===== src/dsm_pkg.sv =====
// Package for the data signal modulator block.
// Assumes a 32-bit classic Wishbone register bus with word-aligned registers.
package dsm_pkg;

  // Register byte addresses
  localparam logic [3:0] ADDR_CONTROL   = 4'h0;
  localparam logic [3:0] ADDR_MOD_SRC   = 4'h4;
  localparam logic [3:0] ADDR_HI_CARR   = 4'h8;
  localparam logic [3:0] ADDR_LO_CARR   = 4'hC;

  // Control register fields
  localparam int CTL_ENABLE_BIT   = 7;
  localparam int CTL_OUT_POL_BIT  = 4;
  localparam int CTL_OUT_STATE_BIT = 3;
  localparam int CTL_SOFT_BIT     = 0;

  // Carrier register fields
  localparam int CAR_INVERT_BIT   = 6;
  localparam int CAR_SYNC_BIT     = 5;
  localparam int SEL_MSB          = 3;

  // Writable masks and reset values
  localparam logic [7:0] CTL_WR_MASK  = 8'h91;
  localparam logic [7:0] SRC_WR_MASK  = 8'h0F;
  localparam logic [7:0] CAR_WR_MASK  = 8'h6F;
  localparam logic [7:0] CTL_RESET    = 8'h00;
  localparam logic [7:0] SRC_RESET    = 8'h00;
  localparam logic [7:0] CAR_RESET    = 8'h00;

  // Select codes
  localparam logic [3:0] MOD_SEL_SOFT = 4'h0;
  localparam logic [3:0] MOD_SEL_PIN  = 4'h1;
  localparam logic [3:0] CAR_SEL_GND  = 4'h0;
  localparam logic [3:0] CAR_SEL_NONE = 4'h9;
  localparam logic [3:0] CAR_SEL_SYS  = 4'hA;
  localparam logic [3:0] CAR_SEL_OSC  = 4'hB;

  // Pin input synchroniser depth
  localparam int SYNC_STAGES = 3;

endpackage


===== src/dsm_car_if.sv =====
// Interface carrying one conditioned carrier between modules.
// Assumes both ends run on the block clock.
`timescale 1ns/10ps
interface dsm_car_if;
  logic       carrier;
  logic       fall;

  modport src (output carrier, output fall);
  modport dst (input  carrier, input  fall);
endinterface


===== src/dsm_carrier.sv =====
// One carrier path: source mux, polarity, falling-edge detect.
// Assumes source bits already synchronised to clk_i.
`timescale 1ns/10ps
module dsm_carrier (
  // Clock and reset
  input  wire logic       clk_i,
  input  wire logic       rst_i,
  // Control
  input  wire logic [3:0] select_i,
  input  wire logic       invert_i,
  input  wire logic [15:0] sources_i,
  // Result
  dsm_car_if.src          car
);

  logic prev_reg;
  wire  picked = sources_i[select_i];

  // Polarity applied before edge detection
  assign car.carrier = picked ^ invert_i;
  assign car.fall    = prev_reg & ~car.carrier;

  always_ff @(posedge clk_i) begin
    if (rst_i) begin
      prev_reg <= 1'b0;
    end else begin
      prev_reg <= car.carrier;
    end
  end

endmodule


===== src/dsm_top.sv =====
// Data signal modulator: register file, source selection and mixing.
// Assumes a classic Wishbone master and asynchronous source signals.
//
// Summary of operation
// (RL1) Modulator chosen by 4-bit select field
// (RL2) High carrier chosen by 4-bit select field
// (RL3) Capture units used only in PWM mode
// (RL4) Serial data source only in SPI mode
// (RL5) Low carrier has its own select field
// (RL6) Low carrier uses the high carrier mapping
// (RL7) Modulator high passes high carrier, else low
// (RL8) Leaving synced carrier: it ends at falling edge
// (RL9) Returning to synced carrier: wait falling edge
// (RL10) High carrier sync enable at bit 5
// (RL11) Low carrier sync enable bit in register
// (RL12) High carrier inverted by bit 6
// (RL13) Low carrier inverted by its polarity bit
// (RL14) Bit 4 inverts output, idle high
// (RL15) Bit 7 enables mixing, else no output
// (RL16) Disabled forces ground carriers, soft modulator
// (RL17) Bit 3 reads current output state
// (RL18) Bit 0 is modulator when select is zero
// (RL19) Keeps running with sleep, no clock gating
// (RL20) Reset disables and clears the registers
// (RL21) Unimplemented bits read as zero
// (RL22) Inversion applied before edge detection
`timescale 1ns/10ps
module dsm_top (
  // Clock and reset
  input  wire logic        clk_i,
  input  wire logic        rst_i,
  // Wishbone slave
  input  wire logic        cyc_i,
  input  wire logic        stb_i,
  input  wire logic        we_i,
  input  wire logic [3:0]  adr_i,
  input  wire logic [3:0]  sel_i,
  input  wire logic [31:0] dat_i,
  output logic      [31:0] dat_o,
  output logic             ack_o,
  // Modulator sources, index = select code
  input  wire logic [15:0] mod_sources_i,
  // Carrier sources, index = select code
  input  wire logic [15:0] car_sources_i,
  // Modulated output
  output logic             mod_out_o
);

  ////////////////////////////////////////////////////////////////////////////
  // Source synchronisers

  logic [15:0] mod_s1_reg, mod_s2_reg, mod_s3_reg, mod_clean_reg;
  logic [15:0] car_s1_reg, car_s2_reg, car_s3_reg, car_clean_reg;
  wire  [15:0] mod_agree = ~(mod_s2_reg ^ mod_s3_reg);
  wire  [15:0] car_agree = ~(car_s2_reg ^ car_s3_reg);
  wire  [15:0] mod_clean_next =
    (mod_agree & mod_s2_reg) | (~mod_agree & mod_clean_reg);
  wire  [15:0] car_clean_next =
    (car_agree & car_s2_reg) | (~car_agree & car_clean_reg);

  always_ff @(posedge clk_i) begin
    if (rst_i) begin
      mod_s1_reg    <= 16'h0000;
      mod_s2_reg    <= 16'h0000;
      mod_s3_reg    <= 16'h0000;
      mod_clean_reg <= 16'h0000;
      car_s1_reg    <= 16'h0000;
      car_s2_reg    <= 16'h0000;
      car_s3_reg    <= 16'h0000;
      car_clean_reg <= 16'h0000;
    end else begin
      mod_s1_reg    <= mod_sources_i;
      mod_s2_reg    <= mod_s1_reg;
      mod_s3_reg    <= mod_s2_reg;
      mod_clean_reg <= mod_clean_next;
      car_s1_reg    <= car_sources_i;
      car_s2_reg    <= car_s1_reg;
      car_s3_reg    <= car_s2_reg;
      car_clean_reg <= car_clean_next;
    end
  end

  ////////////////////////////////////////////////////////////////////////////
  // Register file

  logic [7:0] ctl_reg, src_reg, hi_reg, lo_reg;
  logic       out_state_reg;

  wire req      = cyc_i & stb_i;
  wire take     = req & ~ack_o;
  wire wr_lane  = take & we_i & sel_i[0];
  wire hit_ctl  = adr_i == dsm_pkg::ADDR_CONTROL;
  wire hit_src  = adr_i == dsm_pkg::ADDR_MOD_SRC;
  wire hit_hi   = adr_i == dsm_pkg::ADDR_HI_CARR;
  wire hit_lo   = adr_i == dsm_pkg::ADDR_LO_CARR;

  wire [7:0] ctl_next = dat_i[7:0] & dsm_pkg::CTL_WR_MASK;
  wire [7:0] src_next = dat_i[7:0] & dsm_pkg::SRC_WR_MASK;
  wire [7:0] car_next = dat_i[7:0] & dsm_pkg::CAR_WR_MASK;

  wire [7:0] ctl_view = ctl_reg |
    {4'h0, out_state_reg, 3'h0};                              // RL17
  wire [7:0] rd_byte =
    hit_ctl ? ctl_view :
    hit_src ? src_reg  :
    hit_hi  ? hi_reg   :
    hit_lo  ? lo_reg   : 8'h00;                               // RL21

  always_ff @(posedge clk_i) begin
    if (rst_i) begin
      ctl_reg <= dsm_pkg::CTL_RESET;                          // RL20
      src_reg <= dsm_pkg::SRC_RESET;
      hi_reg  <= dsm_pkg::CAR_RESET;
      lo_reg  <= dsm_pkg::CAR_RESET;
    end else if (wr_lane) begin
      if (hit_ctl) begin
        ctl_reg <= ctl_next;
      end
      if (hit_src) begin
        src_reg <= src_next;
      end
      if (hit_hi) begin
        hi_reg <= car_next;
      end
      if (hit_lo) begin
        lo_reg <= car_next;
      end
    end
  end

  always_ff @(posedge clk_i) begin
    if (rst_i) begin
      ack_o <= 1'b0;
      dat_o <= 32'h0000_0000;
    end else begin
      ack_o <= take;
      if (take && !we_i) begin
        dat_o <= {24'h00_0000, rd_byte};
      end
    end
  end

  ////////////////////////////////////////////////////////////////////////////
  // Source selection

  wire enable   = ctl_reg[dsm_pkg::CTL_ENABLE_BIT];            // RL15
  wire out_pol  = ctl_reg[dsm_pkg::CTL_OUT_POL_BIT];
  wire soft_bit = ctl_reg[dsm_pkg::CTL_SOFT_BIT];

  wire [3:0] mod_sel_eff = enable ?
    src_reg[dsm_pkg::SEL_MSB:0] : dsm_pkg::MOD_SEL_SOFT;       // RL16
  wire [3:0] hi_sel_eff = enable ?
    hi_reg[dsm_pkg::SEL_MSB:0] : dsm_pkg::CAR_SEL_GND;         // RL16 RL2
  wire [3:0] lo_sel_eff = enable ?
    lo_reg[dsm_pkg::SEL_MSB:0] : dsm_pkg::CAR_SEL_GND;         // RL5 RL6

  // Code 0 is the soft bit, all others the synchronised sources
  wire [15:0] mod_bank = {mod_clean_reg[15:1], soft_bit};      // RL18
  wire        mod_val  = mod_bank[mod_sel_eff];                // RL1

  // Ground and the unconnected code are forced low
  wire [15:0] car_mask = ~(16'h0001 << dsm_pkg::CAR_SEL_NONE);
  wire [15:0] car_bank = car_clean_reg & car_mask & 16'hFFFE;

  dsm_car_if hi_car ();
  dsm_car_if lo_car ();

  dsm_carrier u_hi (
    .clk_i     (clk_i),
    .rst_i     (rst_i),
    .select_i  (hi_sel_eff),
    .invert_i  (hi_reg[dsm_pkg::CAR_INVERT_BIT] & enable),     // RL12 RL22
    .sources_i (car_bank),
    .car       (hi_car)
  );

  dsm_carrier u_lo (
    .clk_i     (clk_i),
    .rst_i     (rst_i),
    .select_i  (lo_sel_eff),
    .invert_i  (lo_reg[dsm_pkg::CAR_INVERT_BIT] & enable),     // RL13 RL22
    .sources_i (car_bank),
    .car       (lo_car)
  );

  ////////////////////////////////////////////////////////////////////////////
  // Carrier gating with synchronisation

  wire hi_sync = hi_reg[dsm_pkg::CAR_SYNC_BIT];                // RL10
  wire lo_sync = lo_reg[dsm_pkg::CAR_SYNC_BIT];                // RL11

  logic hi_act_reg, lo_act_reg;
  logic hi_act_next, lo_act_next;

  // While enabled, a synced carrier starts and stops only on its falling edge
  always_comb begin
    if (!enable) begin
      hi_act_next = 1'b0;
      lo_act_next = 1'b0;
    end else begin
      hi_act_next = hi_sync ?
        (hi_car.fall ? mod_val : hi_act_reg) : mod_val;        // RL8 RL9
      lo_act_next = lo_sync ?
        (lo_car.fall ? ~mod_val : lo_act_reg) : ~mod_val;      // RL8 RL9
    end
  end

  always_ff @(posedge clk_i) begin
    if (rst_i) begin
      hi_act_reg <= 1'b0;
      lo_act_reg <= 1'b0;
    end else begin
      hi_act_reg <= hi_act_next;
      lo_act_reg <= lo_act_next;
    end
  end

  // Unsynced carrier follows the modulator at once
  wire hi_gate = hi_sync ? hi_act_reg : mod_val;
  wire lo_gate = lo_sync ? lo_act_reg : ~mod_val;

  wire mixed = (hi_gate & hi_car.carrier) |
               (lo_gate & lo_car.carrier);                     // RL7
  wire mod_out_next = enable & (mixed ^ out_pol);              // RL14 RL15

  ////////////////////////////////////////////////////////////////////////////
  // Output register, free running so sleep has no effect

  always_ff @(posedge clk_i) begin
    if (rst_i) begin
      mod_out_o     <= 1'b0;                                   // RL20
      out_state_reg <= 1'b0;
    end else begin
      mod_out_o     <= mod_out_next;                           // RL19
      out_state_reg <= mod_out_next;                           // RL17
    end
  end

endmodule


===== config.mk =====
export PLATFORM = sky130hd
export DESIGN_NAME = dsm_top
export DESIGN_NICKNAME = d
export VERILOG_FILES = /design/src/dsm_pkg.sv /design/src/dsm_car_if.sv /design/src/dsm_carrier.sv /design/src/dsm_top.sv
export SDC_FILE = /design/constraint.sdc
export NUM_CORES = 1
export LEC_CHECK = 0
export BUFFER_PORTS_ARGS = -buffer_cell sky130_fd_sc_hd__buf_2
export CAP_MARGIN = 20
export CORE_ASPECT_RATIO = 0.7
export CORE_MARGIN = 2
export CORE_UTILIZATION = 45
export CTS_CLUSTER_SIZE = 14
export DETAILED_ROUTE_END_ITERATION = 10
export GPL_TIMING_DRIVEN = 1
export PLACE_DENSITY_LB_ADDON = 0.3
export SYNTH_ARGS = -nofsm -noshare
export SYNTH_HDL_FRONTEND = slang
export SYNTH_SLANG_ARGS = --single-unit

===== constraint.sdc =====
create_clock -name clk_i -period 2.5 [get_ports clk_i]
set_input_delay 0.125 -clock clk_i [delete_from_list [all_inputs] [get_ports clk_i]]
set_output_delay 0.125 -clock clk_i [all_outputs]
set_load 0.1 [all_outputs]

After elaboration in Yosys (flattened, before gate mapping)
Cells that the tools add are included.
{ "word_totals": {"ff_bits": 161, "inputBits": 77, "out_inout_bits": 34, "wordCells": 87} }
{ "classes": {"order_cmp": 3, "n_eq_ne": 5, "muxes": 19, "bitwise_logic": 33, "n_reduce_logical": 8} }
{ "ops": {"columns": ["cell", "n"], "rows": [
  ["$and A16 B16 Y16", 4],
  ["$not A16 Y16", 4],
  ["$or A16 B16 Y16", 2],
  ["$xor A16 B16 Y16", 2],
  ["$mux W7", 3],
  ["$lt A4 B5 Y1 const B", 3],
  ["$bmux W1 S4", 3],
  ["$mux W4", 3],
  ["$and A1 B1 Y1", 11],
  ["$mux W1", 9],
  ["$eq A4 B4 Y1 const B", 2],
  ["$mux W8", 1],
  ["$or A8 B4 Y8", 1],
  ["$reduce_and A2 Y1", 4],
  ["$not A1 Y1", 5],
  ["$eq A4 B3 Y1 const B", 1],
  ["$logic_not A4 Y1", 1],
  ["$ne A2 B1 Y1 const B", 2],
  ["$xor A1 B1 Y1", 3],
  ["$reduce_or A2 Y1", 1],
  ["$logic_and A1 B1 Y1", 1],
  ["$logic_not A1 Y1", 1],
  ["$or A1 B1 Y1", 1]
]} }

Logic depth before layout (Yosys ltp)
{ "logic_depth": {"word_depth": 9, "mapped_depth": 8, "mapped_depth_nobuf": 7} }

Hierarchy
From an unflattened synthesis, not the netlist that was laid out.
{ "hier_totals": {"cells_unflattened": 529, "hier_area_um2": 5502.8} }
{ "by_module_without_submodules": {"columns": ["module", "n_inst", "cells_per_inst", "area_per_inst_um2", "seq_area_each_um2"], "rows": [
  ["dsm_top", 1, 509, 5147.4, 2942.8],
  ["dsm_carrier", 2, 10, 177.7, 20.0]
]} }

Worst setup path after synthesis
Ideal clock, no wire load.
{ "synth_path": {"path_type": "register to register", "startpoint": "register hi_reg[1]", "endpoint": "register hi_act_reg", "setup_ns": 0.123, "t_arrival_ns": 1.912, "required_time_ns": 2.377, "slack_ns": 0.464, "path_stages_with_launch": 8, "path_buffers": 1, "period_less_slack_ns": 2.036, "cell_sequence": "dfxtp_1 buf_6 mux4_2 a221oi_2 or3_4 nand2_1 a31oi_1 mux2_1"} }
{ "synth_between": {"elab_chain_len": 7} }
{ "synth_rtl": {"columns": ["element", "line_no", "source"], "rows": [
  ["start, declared", "dsm_top.sv:86", "logic [7:0] ctl_reg, src_reg, hi_reg, lo_reg;"],
  ["start signal, assigned", "dsm_top.sv:113", "hi_reg <= dsm_pkg::CAR_RESET;"],
  ["start signal, assigned", "dsm_top.sv:123", "hi_reg <= car_next;"],
  ["$mux W4", "dsm_top.sv:152", "wire [3:0] hi_sel_eff = enable ?"],
  ["$bmux W1 S4", "dsm_carrier.sv:17", "wire picked = sources_i[select_i];"],
  ["$mux W1 (not written as such)", "dsm_carrier.sv:17", null],
  ["$xor A1 B1 Y1", "dsm_carrier.sv:20", "assign car.carrier = picked ^ invert_i;"],
  ["$not A1 Y1", "dsm_carrier.sv:21", "assign car.fall = prev_reg & ~car.carrier;"],
  ["$and A1 B1 Y1", "dsm_carrier.sv:21", null],
  ["$ne A2 B1 Y1 (no source line)", null, null],
  ["end signal, assigned", "dsm_top.sv:213", "hi_act_reg <= hi_act_next;"],
  ["end, declared", "dsm_top.sv:192", "logic hi_act_reg, lo_act_reg;"]
]} }
No other way between the ends. The select of a mux whose other input is x is not followed.
A chain may end at the register's enable or synchronous reset.

Final worst setup path
{ "layout_path": {"startpoint": "register src_reg[0]", "endpoint": "register out_state_reg"} }
{ "layout_between": {"elab_chain_len": 9, "word_cells_on_any_way": 11, "cone_classes": "5 x mux; 6 x bitwise"} }
{ "layout_rtl": {"columns": ["element", "line_no", "source"], "rows": [
  ["start, declared", "dsm_top.sv:86", null],
  ["start signal, assigned", "dsm_top.sv:112", "src_reg <= dsm_pkg::SRC_RESET;"],
  ["start signal, assigned", "dsm_top.sv:120", "src_reg <= src_next;"],
  ["$mux W4 *", "dsm_top.sv:150", "wire [3:0] mod_sel_eff = enable ?"],
  ["$bmux W1 S4 *", "dsm_top.sv:159", "wire mod_val = mod_bank[mod_sel_eff];"],
  ["$mux W1 (not written as such) *", "dsm_top.sv:159", null],
  ["$not A1 Y1", "dsm_top.sv:220", "wire lo_gate = lo_sync ? lo_act_reg : ~mod_val;"],
  ["$mux W1", "dsm_top.sv:220", null],
  ["$and A1 B1 Y1", "dsm_top.sv:223", "(lo_gate & lo_car.carrier);"],
  ["$or A1 B1 Y1 *", "dsm_top.sv:222", "wire mixed = (hi_gate & hi_car.carrier) |"],
  ["$xor A1 B1 Y1 *", "dsm_top.sv:224", "wire mod_out_next = enable & (mixed ^ out_pol);"],
  ["$and A1 B1 Y1 *", "dsm_top.sv:224", null],
  ["end signal, assigned", "dsm_top.sv:235", "out_state_reg <= mod_out_next;"],
  ["end, declared", "dsm_top.sv:87", "logic out_state_reg;"]
]} }
Every way passes the cells marked *; elsewhere a longest branch is shown, timed or not. The select of a mux whose other input is x is not followed.

==> results.sh <==
export IMPL_rsz0062_at_grt="no"
export IMPL_power_density_nw_per_um2=810
export IMPL_synth_edff_count=0
export IMPL_synthTopCellsByArea="dfxtp_1 (55%), nor2b_1 (10%), mux2i_1 (5.2%)"
export IMPL_critPathMaxStageDelay_ns=0.56
export IMPL_grt_pass1_wl_um=17000
export IMPL_syn_area_sq_um=5400
export IMPL_maxSlewHeadroom=0.528
export IMPL_multi_input_area_sq_um=2180
export IMPL_cts_sinks=149
export IMPL_async_flop_share=0
export IMPL_grt_overflow=0
export IMPL_worstSetupPathType="reg -> reg"
export IMPL_fin_skew_ns=0.00574
export IMPL_cpMaxStageDelayCell="mux4_2"
export IMPL_min_from="dat_i[3]"
export IMPL_path_cells="mux4_2 -> nor2_1 -> a21oi_1 -> o221ai_1 -> o211a_1 -> o21ai_0 -> nor3b_2"
export IMPL_synth_seq_cells=149
export IMPL_dp_hpwl_um=6700
export IMPL_synth_top_area_frac=0.552
export IMPL_cts_tree="built"
export IMPL_vias_per_cell=4.82
export IMPL_arrival_ns=2.56
export IMPL_tightest_slew_ns=0.705
export IMPL_crit_path_max_fanout=9
export IMPL_cts_max_level=4
export IMPL_die_area_sq_um=12900
export IMPL_power_leakage_uw=0.00258
export IMPL_cts_root_buf="clkbuf_16"
export IMPL_setup_violations=0
export IMPL_synth_avg_cell_area_sq_um=10.0
export IMPL_clock_power_share=0.479
export IMPL_r2r_cells=7
export IMPL_ff2ff_setup_slack_ns=0.24
export IMPL_clock_latency_ns=0.41
export IMPL_sw_frac_of_total=0.234
export IMPL_timing_hold_worst_class="in -> reg"
export IMPL_clock_path_buffers=2
export IMPL_syn2layout_area_growth_pct=23.1
export IMPL_fillers=1004
export IMPL_io_buffers=56
export IMPL_synth_cells=538
export IMPL_r2r_start="src_reg[0]$_SDFFE_PP0P_"
export IMPL_ios=111
export IMPL_ant_nets=0
export IMPL_antenna_found_initial=0
export IMPL_ys_seq_area_frac=0.552
export IMPL_required_ns=2.80
export IMPL_drv_cap=0
export IMPL_finalMaxSlewViolations=0
export IMPL_period_needed_ns=2.26
export IMPL_layout_drive_gt1_share=0.170
export IMPL_die_height_um=95.6
export IMPL_finalCritPeriodShare=0.904
export IMPL_core_region_area_sq_um=11700
export IMPL_cts_repair_resized=0
export IMPL_finalWirelength_um=10200
export IMPL_pwr_share_comb=0.065
export IMPL_yosysUniqueCellTypes=48
export IMPL_fin_util=0.569
export IMPL_diodes=0
export IMPL_fin_nets=700
export IMPL_placementRows=33
export IMPL_grt_pass1_vias=3628
export IMPL_first_pass_iters=4
export IMPL_clk_pin_slew_worst_paths_ns=0.06
export IMPL_setup_worst_path_end_class="flip-flop"
export IMPL_drt_iter0_drc=215
export IMPL_timing_rr_end="out_state_reg$_SDFF_PP0_"
export IMPL_critPathTopFamily="compound AO/OA/AOI/OAI gates"
export IMPL_worstSetupStartpointType="flip-flop"
export IMPL_p_switching_uw=1260
export IMPL_status="finished, final reports clean"
export IMPL_grt_max_degree=120
export IMPL_hold_end="lo_reg[3]$_SDFFE_PP0P_"
export IMPL_floorplan_initialDensity=0.462
export IMPL_yosys_warnings=0
export IMPL_power_internal_uw=4120
export IMPL_place_gp_congestion=0.844
export IMPL_regArea_sq_um=2980
export IMPL_synth_top_area_cell="dfxtp_1"
export IMPL_seq_power_share=0.456
export IMPL_crit_buf_inv=0
export IMPL_remaining_drc_errors=0
export IMPL_finalSetupTns_ns=0
export IMPL_clock_fmax_ghz=0.442
export IMPL_die_w_um=135
export IMPL_timing_hold_worst_path_depth=3
export IMPL_drt_wirelength_per_cell_um=12.9
export IMPL_routed_via_count=3820
export IMPL_hold_viol=0
export IMPL_synthFlopType="dfxtp_1"
export IMPL_cts_made_buffers=17
export IMPL_grt_use_total=0.170
export IMPL_peakVddDrop_mv=0.499
==> final cells by class <==
| class | count | share of cell area |
|---|---|---|
| clock buffers | 18 | 0.0646 |
| clock inverters | 14 | 0.0264 |
| inverters | 7 | 0.00395 |
| multi-input cells | 355 | 0.327 |
| flip-flops and latches | 149 | 0.449 |
| well taps | 157 | 0.0296 |
| repair buffers | 93 | 0.0991 |
==> stage by stage <==
stage,setup WS [ns],hold WS (ns),std cells,area [sq um],total power (uW)
floorplan,0.464,0.253,561,5490,2780
global placement,0.304,0.333,727,5700,2810
detailed placement,0.210,0.338,727,5700,2820
CTS,0.221,0.000591,793,6640,5440
global route,0.0897,0.0243,793,6640,5570
finish,0.240,0.0139,793,6640,5380
==> per-layer routing <==
| metal | GRT usage | wire (um) | up-vias |
|---|---|---|---|
| li1 | - | - | 1937 |
| met1 | 0.211 | 4910 | 1769 |
| met2 | 0.283 | 4610 | 107 |
| met3 | 0.0484 | 620 | 7 |
| met4 | 0.0675 | 103 | 0 |
| met5 | 0 | 0 | - |
==> worst reg2reg max path, stage by stage (launching register included) <==
cell	delay [ns]
dfxtp_1	0.55
mux4_2	0.56
nor2_1	0.11
a21oi_1	0.06
o221ai_1	0.43
o211a_1	0.22
o21ai_0	0.08
nor3b_2	0.15
==> how the worst max path moves through the flow <==
stage / start / end / cells after the start
floorplan: hi_reg[1]$_SDFFE_PP0P_ / hi_act_reg$_SDFFE_PP0P_ / 7
global placement: src_reg[0]$_SDFFE_PP0P_ / out_state_reg$_SDFF_PP0_ / 7
detailed placement: src_reg[0]$_SDFFE_PP0P_ / out_state_reg$_SDFF_PP0_ / 7
CTS: src_reg[0]$_SDFFE_PP0P_ / out_state_reg$_SDFF_PP0_ / 7
global route: flip-flop / hi_act_reg$_SDFFE_PP0P_ / 7
finish: src_reg[0]$_SDFFE_PP0P_ / out_state_reg$_SDFF_PP0_ / 7
==> cells in the final DEF, fill, tap and decap left out, types with 24 or more instances in the layout <==
cell           instances
nand2_1               41
conb_1                24
a21oi_1               37
buf_2                 55
nor2b_1               90
dlygate4sd3_1         34
dfxtp_1              149
nor2_1                38
o21ai_0               34
mux2i_1               28
==> synthesized netlist by cell type (all sizes together), types with 2 or more instances <==
master  count
nand2b      4
nand3b      2
mux4        6
nor2       38
nand3       6
a31oi       3
nor3b       2
buf        34
clkbuf     16
a22o        3
nor3        6
mux2        6
inv         7
nand2      41
a22oi       4
a21oi      37
o21ai      35
dfxtp     149
a221oi      3
mux2i      28
nor2b      90
==> power groups by stage <==
stage / logic, uW / clock network (uW) / registers, uW
2_1_floorplan: 274 / 0 / 2510
3_3_place_gp: 307 / 0 / 2510
3_5_place_dp: 311 / 0 / 2510
4_1_cts: 352 / 2630 / 2460
5_1_grt: 376 / 2740 / 2460
6_report: 351 / 2580 / 2460
==> cell families after synthesis <==
logic type	synth area share
multiplexers	0.0895
AO/OA/AOI/OAI	0.104
flip-flops	0.552
buffers and inverters	0.0605
AND/OR/NAND/NOR	0.193
other	0.000695
==> repair_timing <==
action,4_1_cts,5_1_grt
hold buffers,34,0
endpoints found under the setup margin,0,0
endpoints found under the hold margin,36,0
buffers inserted,0,0
(Power assumes the default switching activity.)
